<file path="src/common/oss_map.vh">
`ifndef OSS_MAP_VH
`define OSS_MAP_VH
// ****************************************************************
// register offsets (byte addresses, one word each)
// ****************************************************************
`define OSS_OFS_TRIM 8'h00
`define OSS_OFS_STAT 8'h04
`define OSS_OFS_CFG2 8'h08
`define OSS_OFS_PUE 8'h0C
// ****************************************************************
// field positions
// ****************************************************************
`define OSS_STAT_REQ_BIT 0
`define OSS_STAT_ACT_BIT 1
`define OSS_PUE_CLKOUT_BIT 1
// ****************************************************************
// reset values
// ****************************************************************
`define OSS_TRIM_RST 8'h80
`define OSS_SEL_RST 2'h0
// ****************************************************************
// source select codes
// ****************************************************************
`define OSS_SEL_INT 2'h0
`define OSS_SEL_EXT 2'h1
`define OSS_SEL_RC 2'h2
`define OSS_SEL_XTAL 2'h3
// ****************************************************************
// internal oscillator model (phase step per system clock)
// ****************************************************************
`define OSS_INT_NOM_INC 17'h0CCCD
`define OSS_TRIM_BIAS 17'h02000
`define OSS_TRIM_SHIFT 6
`define OSS_EDGES_NEEDED 2'h2
`endif

</file>
<file path="src/hw/oss_int_osc.v">
`timescale 1ns/100ps
// ****************************************************************
// trimmable internal oscillator, phase accumulator on clk_sys
// ****************************************************************
`include "oss_map.vh"
module oss_int_osc
(
   // clock and reset
   input wire clk_sys,
   input wire rst_n,
   // control
   input wire run,
   input wire [7:0] trim,
   // oscillator level
   output reg lvl_ff
);
   reg [15:0] acc_ff; // phase accumulator
   wire [16:0] step; // per-cycle phase step
   wire [16:0] sum; // accumulator plus step
   wire [16:0] trim_term; // trim scaled to step units

   // larger trim gives a smaller step, so a longer period
   assign trim_term = {3'h0, trim, 6'h00};
   assign step = `OSS_INT_NOM_INC + `OSS_TRIM_BIAS - trim_term;
   assign sum = {1'b0, acc_ff} + step;

   // toggle level on each carry out of the accumulator
   always @(posedge clk_sys or negedge rst_n)
   begin
      if (!rst_n)
      begin
         acc_ff <= 16'h0000;
         lvl_ff <= 1'b0;
      end
      else if (run)
      begin
         acc_ff <= sum[15:0];
         if (sum[16])
         begin
            lvl_ff <= ~lvl_ff;
         end
      end
      else
      begin
         // stopped oscillator parks low
         acc_ff <= 16'h0000;
         lvl_ff <= 1'b0;
      end
   end
endmodule

</file>
<file path="src/hw/oss_clk_gen.v">
`timescale 1ns/100ps
// ****************************************************************
// output clock mux and half-rate divider
// ****************************************************************
module oss_clk_gen
(
   // clock and reset
   input wire clk_sys,
   input wire rst_n,
   // sources
   input wire int_lvl,
   input wire ext_lvl,
   input wire use_ext,
   input wire stop_mode,
   // clocks out
   output reg fast_sys_clk,
   output reg half_rate_clk
);
   wire nxt_fast; // selected source level

   // internal source unless the switch is complete
   assign nxt_fast = use_ext ? ext_lvl : int_lvl;

   // registered mux; stop holds both clocks low
   always @(posedge clk_sys or negedge rst_n)
   begin
      if (!rst_n)
      begin
         fast_sys_clk <= 1'b0;
         half_rate_clk <= 1'b0;
      end
      else if (stop_mode)
      begin
         fast_sys_clk <= 1'b0;
         half_rate_clk <= 1'b0;
      end
      else
      begin
         fast_sys_clk <= nxt_fast;
         // toggle on each rising edge of the fast clock
         if (nxt_fast && !fast_sys_clk)
         begin
            half_rate_clk <= ~half_rate_clk;
         end
      end
   end
endmodule

</file>
<file path="src/hw/oss_switch.v">
// Operation
// - make fast clock and half-rate clock
// - reset selects internal oscillator source
// - internal oscillator nominally sixteen megahertz
// - clock-out enable drives fast clock out; code does so only with internal or RC select
// - eight-bit trim register adjusts period
// - larger trim gives longer period
// - reset loads trim with 80 hex
// - select makes input pin external clock
// - wait two external rising edges first
// - switch sources without glitches or runts
// - set active flag, then stop internal
// - internal restarts only through reset
// - no clock monitor, no fallback
// - select codes internal, ext, RC, crystal
// - half-rate clock is fast divided two
// - stop disables source and both clocks; code stops the internal source and both clocks, crystal drive keeps running
// - reset clears switch request bit
//
// The implementer's own choices: the APB interface to the registers and the address map.
`timescale 1ns/100ps
`include "oss_map.vh"
module oss_switch
(
   // clock and reset
   input wire clk_sys,
   input wire rst_n,
   // apb slave
   input wire psel,
   input wire penable,
   input wire pwrite,
   input wire [7:0] paddr,
   input wire [31:0] pwdata,
   output wire pready,
   output wire pslverr,
   output reg [31:0] prdata,
   // low power
   input wire stop_mode,
   // oscillator input pin
   input wire osc_in_pin,
   output wire osc_in_ext_en,
   // oscillator output pin, shared with port c bit 1
   input wire port_c_bit1_out,
   input wire port_c_bit1_oe_n,
   output wire osc_out_pin_o,
   output wire osc_out_pin_oe_n,
   // clocks out
   output wire fast_sys_clk,
   output wire half_rate_clk,
   output wire internal_osc_run
);
   // ****************************************************************
   // switch state machine codes
   // ****************************************************************
   localparam ST_INT = 2'h0; // running on internal source
   localparam ST_CHECK = 2'h1; // counting external edges
   localparam ST_ALIGN = 2'h2; // waiting for both sources low
   localparam ST_EXT = 2'h3; // running on external source

   // ****************************************************************
   // declarations
   // ****************************************************************
   reg [7:0] internal_osc_trim_ff; // trim register
   reg [1:0] source_select_ff; // config two select bits
   reg ext_switch_request_ff; // switch request bit
   reg ext_clock_active_ff; // switch done flag
   reg clk_out_pin_en_ff; // clock-out enable in pull-up reg
   reg int_run_ff; // internal oscillator enable
   reg [1:0] state_ff; // switch state
   reg [1:0] nxt_state; // next switch state
   reg [1:0] edge_cnt_ff; // external rising edges seen
   reg [1:0] nxt_edge_cnt; // next edge count
   reg ext_prev_ff; // previous input pin sample
   reg [31:0] nxt_rdata; // read mux
   reg addr_ok; // mapped address
   wire setup; // apb setup phase
   wire wr_acc; // write taken this edge
   wire ext_rise; // rising edge on input pin
   wire int_lvl; // internal oscillator level
   wire src_is_xtal; // crystal source chosen
   wire drive_clk_out; // output pin carries fast clock

   // ****************************************************************
   // apb access
   // ****************************************************************
   assign setup = psel && !penable;
   assign pready = 1'b1;
   assign pslverr = psel && penable && !addr_ok;
   assign wr_acc = psel && penable && pwrite && addr_ok;

   // address decode and read data select
   always @*
   begin
      addr_ok = 1'b1;
      nxt_rdata = 32'h00000000;
      case (paddr)
         `OSS_OFS_TRIM:
         begin
            nxt_rdata[7:0] = internal_osc_trim_ff;
         end
         `OSS_OFS_STAT:
         begin
            nxt_rdata[`OSS_STAT_REQ_BIT] = ext_switch_request_ff;
            nxt_rdata[`OSS_STAT_ACT_BIT] = ext_clock_active_ff;
         end
         `OSS_OFS_CFG2:
         begin
            nxt_rdata[1:0] = source_select_ff;
         end
         `OSS_OFS_PUE:
         begin
            nxt_rdata[`OSS_PUE_CLKOUT_BIT] = clk_out_pin_en_ff;
         end
         default:
         begin
            // unmapped: error and zero data
            addr_ok = 1'b0;
         end
      endcase
   end

   // read data captured in setup, stands through access
   always @(posedge clk_sys or negedge rst_n)
   begin
      if (!rst_n)
      begin
         prdata <= 32'h00000000;
      end
      else if (setup && !pwrite)
      begin
         prdata <= nxt_rdata;
      end
   end

   // ****************************************************************
   // software registers
   // ****************************************************************
   always @(posedge clk_sys or negedge rst_n)
   begin
      if (!rst_n)
      begin
         internal_osc_trim_ff <= `OSS_TRIM_RST;
         source_select_ff <= `OSS_SEL_RST;
         ext_switch_request_ff <= 1'b0;
         clk_out_pin_en_ff <= 1'b0;
      end
      else if (wr_acc)
      begin
         case (paddr)
            `OSS_OFS_TRIM:
            begin
               internal_osc_trim_ff <= pwdata[7:0];
            end
            `OSS_OFS_STAT:
            begin
               // request bit only; active flag is read-only
               ext_switch_request_ff <= pwdata[`OSS_STAT_REQ_BIT];
            end
            `OSS_OFS_CFG2:
            begin
               source_select_ff <= pwdata[1:0];
            end
            `OSS_OFS_PUE:
            begin
               clk_out_pin_en_ff <= pwdata[`OSS_PUE_CLKOUT_BIT];
            end
            default:
            begin
               // nothing stored on unmapped write
               clk_out_pin_en_ff <= clk_out_pin_en_ff;
            end
         endcase
      end
   end

   // ****************************************************************
   // external edge detect (pin is synchronous to clk_sys)
   // ****************************************************************
   always @(posedge clk_sys or negedge rst_n)
   begin
      if (!rst_n)
      begin
         ext_prev_ff <= 1'b0;
      end
      else
      begin
         ext_prev_ff <= osc_in_pin;
      end
   end

   assign ext_rise = osc_in_pin && !ext_prev_ff;

   // ****************************************************************
   // internal to external switch sequence
   // ****************************************************************
   always @*
   begin
      nxt_state = state_ff;
      nxt_edge_cnt = edge_cnt_ff;
      case (state_ff)
         ST_INT:
         begin
            // start only with an external source chosen
            if (ext_switch_request_ff && source_select_ff != `OSS_SEL_INT)
            begin
               nxt_state = ST_CHECK;
               nxt_edge_cnt = 2'h0;
            end
         end
         ST_CHECK:
         begin
            // activity proven by two rising edges
            if (!ext_switch_request_ff)
            begin
               nxt_state = ST_INT;
            end
            else if (ext_rise)
            begin
               nxt_edge_cnt = edge_cnt_ff + 2'h1;
               if (nxt_edge_cnt == `OSS_EDGES_NEEDED)
               begin
                  nxt_state = ST_ALIGN;
               end
            end
         end
         ST_ALIGN:
         begin
            // hand over only while both sources are low
            if (!int_lvl && !osc_in_pin)
            begin
               nxt_state = ST_EXT;
            end
         end
         ST_EXT:
         begin
            // terminal until reset, no fallback
            nxt_state = ST_EXT;
         end
         default:
         begin
            nxt_state = ST_INT;
         end
      endcase
   end

   // state, active flag and internal oscillator enable
   always @(posedge clk_sys or negedge rst_n)
   begin
      if (!rst_n)
      begin
         state_ff <= ST_INT;
         edge_cnt_ff <= 2'h0;
         ext_clock_active_ff <= 1'b0;
         int_run_ff <= 1'b1;
      end
      else
      begin
         state_ff <= nxt_state;
         edge_cnt_ff <= nxt_edge_cnt;
         if (state_ff == ST_ALIGN && nxt_state == ST_EXT)
         begin
            ext_clock_active_ff <= 1'b1;
         end
         // internal stops the cycle after active is set
         if (ext_clock_active_ff)
         begin
            int_run_ff <= 1'b0;
         end
      end
   end

   // ****************************************************************
   // clock sources and outputs
   // ****************************************************************
   oss_int_osc u_int_osc
   (
      .clk_sys (clk_sys),
      .rst_n (rst_n),
      .run (int_run_ff && !stop_mode),
      .trim (internal_osc_trim_ff),
      .lvl_ff (int_lvl)
   );

   oss_clk_gen u_clk_gen
   (
      .clk_sys (clk_sys),
      .rst_n (rst_n),
      .int_lvl (int_lvl),
      .ext_lvl (osc_in_pin),
      .use_ext (ext_clock_active_ff),
      .stop_mode (stop_mode),
      .fast_sys_clk (fast_sys_clk),
      .half_rate_clk (half_rate_clk)
   );

   assign internal_osc_run = int_run_ff && !stop_mode;

   // ****************************************************************
   // pin functions
   // ****************************************************************
   // input pin becomes clock input once a non-internal source is set
   assign osc_in_ext_en = (source_select_ff != `OSS_SEL_INT);
   assign src_is_xtal = (source_select_ff == `OSS_SEL_XTAL);
   // clock-out allowed for internal or rc source only
   assign drive_clk_out = clk_out_pin_en_ff &&
      (source_select_ff == `OSS_SEL_INT ||
       source_select_ff == `OSS_SEL_RC);

   // crystal: inverted input; clock-out: fast clock; else port bit
   assign osc_out_pin_o = src_is_xtal ? ~osc_in_pin :
      (drive_clk_out ? fast_sys_clk : port_c_bit1_out);
   assign osc_out_pin_oe_n = (src_is_xtal || drive_clk_out) ? 1'b0 :
      port_c_bit1_oe_n;
endmodule

</file>
<file path="config.mk">
export PLATFORM = sky130hd
export DESIGN_NAME = oss_switch
export DESIGN_NICKNAME = d
export VERILOG_FILES = /design/src/hw/oss_int_osc.v /design/src/hw/oss_clk_gen.v /design/src/hw/oss_switch.v
export VERILOG_INCLUDE_DIRS = /design/src /design/src/common
export SDC_FILE = /design/constraint.sdc
export NUM_CORES = 1
export LEC_CHECK = 0
export BUFFER_PORTS_ARGS = -buffer_cell sky130_fd_sc_hd__buf_2
export CAP_MARGIN = 10
export CORE_AREA = 3 3 82 84
export CTS_CLUSTER_SIZE = 12
export DETAILED_ROUTE_END_ITERATION = 10
export DIE_AREA = 0 0 85 87
export PLACE_DENSITY = 0.75
export SLEW_MARGIN = 15
export SYNTH_ARGS = -nofsm -noshare
export SYNTH_HDL_FRONTEND = slang
export SYNTH_SLANG_ARGS = --single-unit
</file>
<file path="constraint.sdc">
create_clock -name clk_sys -period 2.19 [get_ports clk_sys]
set_clock_uncertainty 0.2 [all_clocks]
set_input_delay 0.1095 -clock clk_sys [delete_from_list [all_inputs] [get_ports clk_sys]]
set_output_delay 0.1095 -clock clk_sys [all_outputs]
set_load 0.005 [all_outputs]
</file>
==> impl_metrics.env <==
export IMPL_dp_hpwl_um=4670
export IMPL_clockPowerShare_pct=35.2
export IMPL_cts_tree="built"
export IMPL_cts_max_level=2
export IMPL_synth_async_reset_ratio_pct=100
export IMPL_min_period_ns=2.30
export IMPL_ys_seq_area_share_pct=40.4
export IMPL_register_area_um2=1150
export IMPL_synth_distinct_cells=50
export IMPL_routed_wl_um=6280
export IMPL_cp_data_required_time_ns=2.23
export IMPL_fin_tns_setup_ns=-0.108
export IMPL_setup_viol=1
export IMPL_arrival_ns=2.34
export IMPL_p_comb_share_pct=10.4
export IMPL_slew_viol_final=0
export IMPL_ys_ff_latch=46
export IMPL_syn_avg_cell_area_um2=10.1
export IMPL_numCtsBuffers=5
export IMPL_endpoint_kind="register"
export IMPL_area_growth_syn_to_layout_pct=31.8
export IMPL_num_vias=2263
export IMPL_worst_ir_drop_vdd_v=0.000292
export IMPL_ctsLongestPathBuffers=2
export IMPL_p_switching_mw=0.391
export IMPL_grt_start_max_net_pins=25
export IMPL_worst_slew_pin_slew_ns=0.570
export IMPL_drtAntennaViolNets=0
export IMPL_antenna_found_initial=0
export IMPL_most_common_layout_cells="dfrtp_1 (44), buf_2 (39), buf_4 (36)"
export IMPL_insertedDiodeCount=0
export IMPL_grt_pass1_vias=2280
export IMPL_place_gp_congestion=0.894
export IMPL_die_w_um=85
export IMPL_drive_above_1_share_pct=38.5
export IMPL_crit_fanout=3
export IMPL_synth_edf_count=0
export IMPL_clock_latency_ns=0.30
export IMPL_rsz0062_at_grt="true"
export IMPL_cts_sinks=46
export IMPL_violations="negative setup slack"
export IMPL_synth_top_flop_cell="dfrtp_1"
export IMPL_synth_top_area_cell="dfrtp_1"
export IMPL_status="finished with violations"
export IMPL_cts_clk_slew_worst_paths_ns=0.09
export IMPL_dpl_worst_slack_ns=-0.200
export IMPL_swShare_pct=24.8
export IMPL_p_int_mw=1.18
export IMPL_synthesis_area_um2=2860
export IMPL_dr_pass1_iters=4
export IMPL_fillCellCount=460
export IMPL_drcViolationCount=0
export IMPL_coreArea_um2=5990
export IMPL_setup_slack_ns=-0.108
export IMPL_critPathLaunchType="register"
export IMPL_fmax_ghz=0.435
export IMPL_grt_usage_pct=17.1
export IMPL_pwr_share_seq_pct=54.4
export IMPL_multi_input_area_um2=1690
export IMPL_nNetsFinal=442
export IMPL_power_mw=1.57
export IMPL_crit_type="reg2reg"
export IMPL_layout_commonest_cell="dfrtp_1"
export IMPL_dieArea_um2=7400
export IMPL_wl_per_cell_um=14.1
export IMPL_die_h_um=87
export IMPL_io_pins=89
export IMPL_num_rows=28
export IMPL_min_period_over_period_pct=105
export IMPL_hold_viol=0
export IMPL_start_util_pct=47.7
export IMPL_yosysTopAreaCellShare_pct=38.6
export IMPL_max_slew_margin_rel_pct=62.0
export IMPL_vias_per_cell=5.07
export IMPL_power_density_nw_per_um2=418
export IMPL_hold_class="in2reg"
export IMPL_root_buffer="clkbuf_8"
export IMPL_drv_cap=0
export IMPL_grt_pass1_wl_um=10200
export IMPL_yosys_top_cells_area="dfrtp_1 (39%), ha_1 (10%), buf_4 (6.6%)"
export IMPL_portBuffers=39
export IMPL_synth_cells=284
export IMPL_gr_total_overflow=0
export IMPL_drt_iter0_markers=147
export IMPL_leakage_nw=1.85
export IMPL_synth_warnings=0
-- cell families (layout without fill, tap and decap cells) --
family	Yosys count	after routing	share of synthesized area, %
and+or+nand+nor	64	64	13.2
muxes	21	21	8.33
xor gates and xnor gates	7	7	2.15
AOI/OAI and AO/OA	58	58	14.0
adders and majority gates	23	23	10.1
DFF	46	46	40.4
other	2	25	0.263
buffers and inverters	63	127	11.6
-- critical path: stages (launching register included) --
cell and delay [ns]:
dfrtp_1 0.41, ha_1 0.30, inv_2 0.04, ha_4 0.15, a21o_1 0.17, a21o_1 0.17, a21o_1 0.18, or4_4 0.49
a21oi_2 0.13
-- sequential cells by signal (all words and copies together), names as in the netlist --
signal                   flops
ext_clock_active_ff          1
state_ff                     2
u_clk_gen.half_rate_clk      1
u_int_osc.acc_ff            16
source_select_ff             2
edge_cnt_ff                  2
ext_switch_request_ff        1
u_int_osc.lvl_ff             1
int_run_ff                   1
ext_prev_ff                  1
clk_out_pin_en_ff            1
internal_osc_trim_ff         8
prdata                       8
u_clk_gen.fast_sys_clk       1
-- metrics by stage --
step | hold slack, ns | cell area (µm²) | util (%) | instances
final | 0.0398 | 3760 | 62.8 | 446
after global routing | 0.0532 | 3760 | 62.8 | 446
after CTS | 0.0366 | 3610 | 60.2 | 441
after detailed placement | -0.0615 | 3310 | 55.3 | 420
after global placement | -0.0682 | 3310 | 55.3 | 420
after floorplan | -0.386 | 2980 | - | 307
-- layout make-up --
type | instances | share of cell area (%)
clock inverter | 2 | 0.332
multi-input combinational | 198 | 44.9
sequential | 46 | 30.7
inverter | 31 | 3.09
timing repair buffer | 88 | 16.4
tap | 75 | 2.49
clock buffer | 6 | 2.19
-- path summary, 6_finish.rpt --
| path | slack (ns) | depth (start not counted) | start | to |
|---|---|---|---|---|
| setup reg to reg | -0.11 | 8 | internal_osc_trim_ff[5] | u_int_osc.acc_ff[15] |
| min in group asynchronous | 0.13 | 2 | rst_n | ext_clock_active_ff |
| hold / removal | 0.04 | 5 | paddr[0] | prdata[0] |
| max in group asynchronous | 1.06 | 3 | rst_n | internal_osc_trim_ff[7] |
| setup / recovery | -0.11 | 8 | internal_osc_trim_ff[5] | u_int_osc.acc_ff[15] |
| hold reg to reg | 0.25 | 1 | u_int_osc.acc_ff[0] | u_int_osc.acc_ff[0] |
-- routing by layer --
metal	routed length (µm)	global-route usage, %	vias up	part of all wire [%]
li1	-	-	1116	-
met4	107	5.18	0	1.7
met3	282	3.50	10	4.5
met5	0	0	-	0
met2	3250	30.4	54	52
met1	2640	20.8	1083	42
-- cells in the mapped netlist (2+ instances only) --
cell	n
a211oi_1	5
a21o_1	5
a21oi_1	12
a22o_1	8
a31oi_1	2
and2_1	2
and3b_1	2
buf_4	25
clkbuf_1	7
conb_1	2
dfrtp_1	44
dfstp_2	2
ha_1	23
inv_1	31
mux2_2	12
mux2i_1	8
nand2_1	14
nand2b_1	5
nand3_1	5
nand4_1	2
nor2_1	14
nor2b_1	3
nor3_1	4
nor3_4	2
o211ai_1	2
o21ai_0	11
o311ai_0	2
o31ai_1	2
or3_1	2
xnor2_1	5
xor2_1	2
-- repair_timing --
| action | CTS | global route |
|---|---|---|
| hold buffers | 11 | 0 |
| endpoints found under the hold margin | 38 | 0 |
| endpoints found under the setup margin | 8 | 9 |
| resized for setup | 15 | 24 |
| pin swaps | 9 | 11 |
| setup buffers | 2 | 5 |
-- power groups by stage --
stage / Sequential, mW / Combinational, mW / Clock, mW
after CTS: 0.857 / 0.153 / 0.568
after global routing: 0.858 / 0.182 / 0.593
after detailed placement: 0.874 / 0.132 / 0
after global placement: 0.873 / 0.128 / 0
after floorplan: 0.873 / 0.0918 / 0
final: 0.857 / 0.164 / 0.554
No activity file was read; power rests on OpenSTA's default activity.
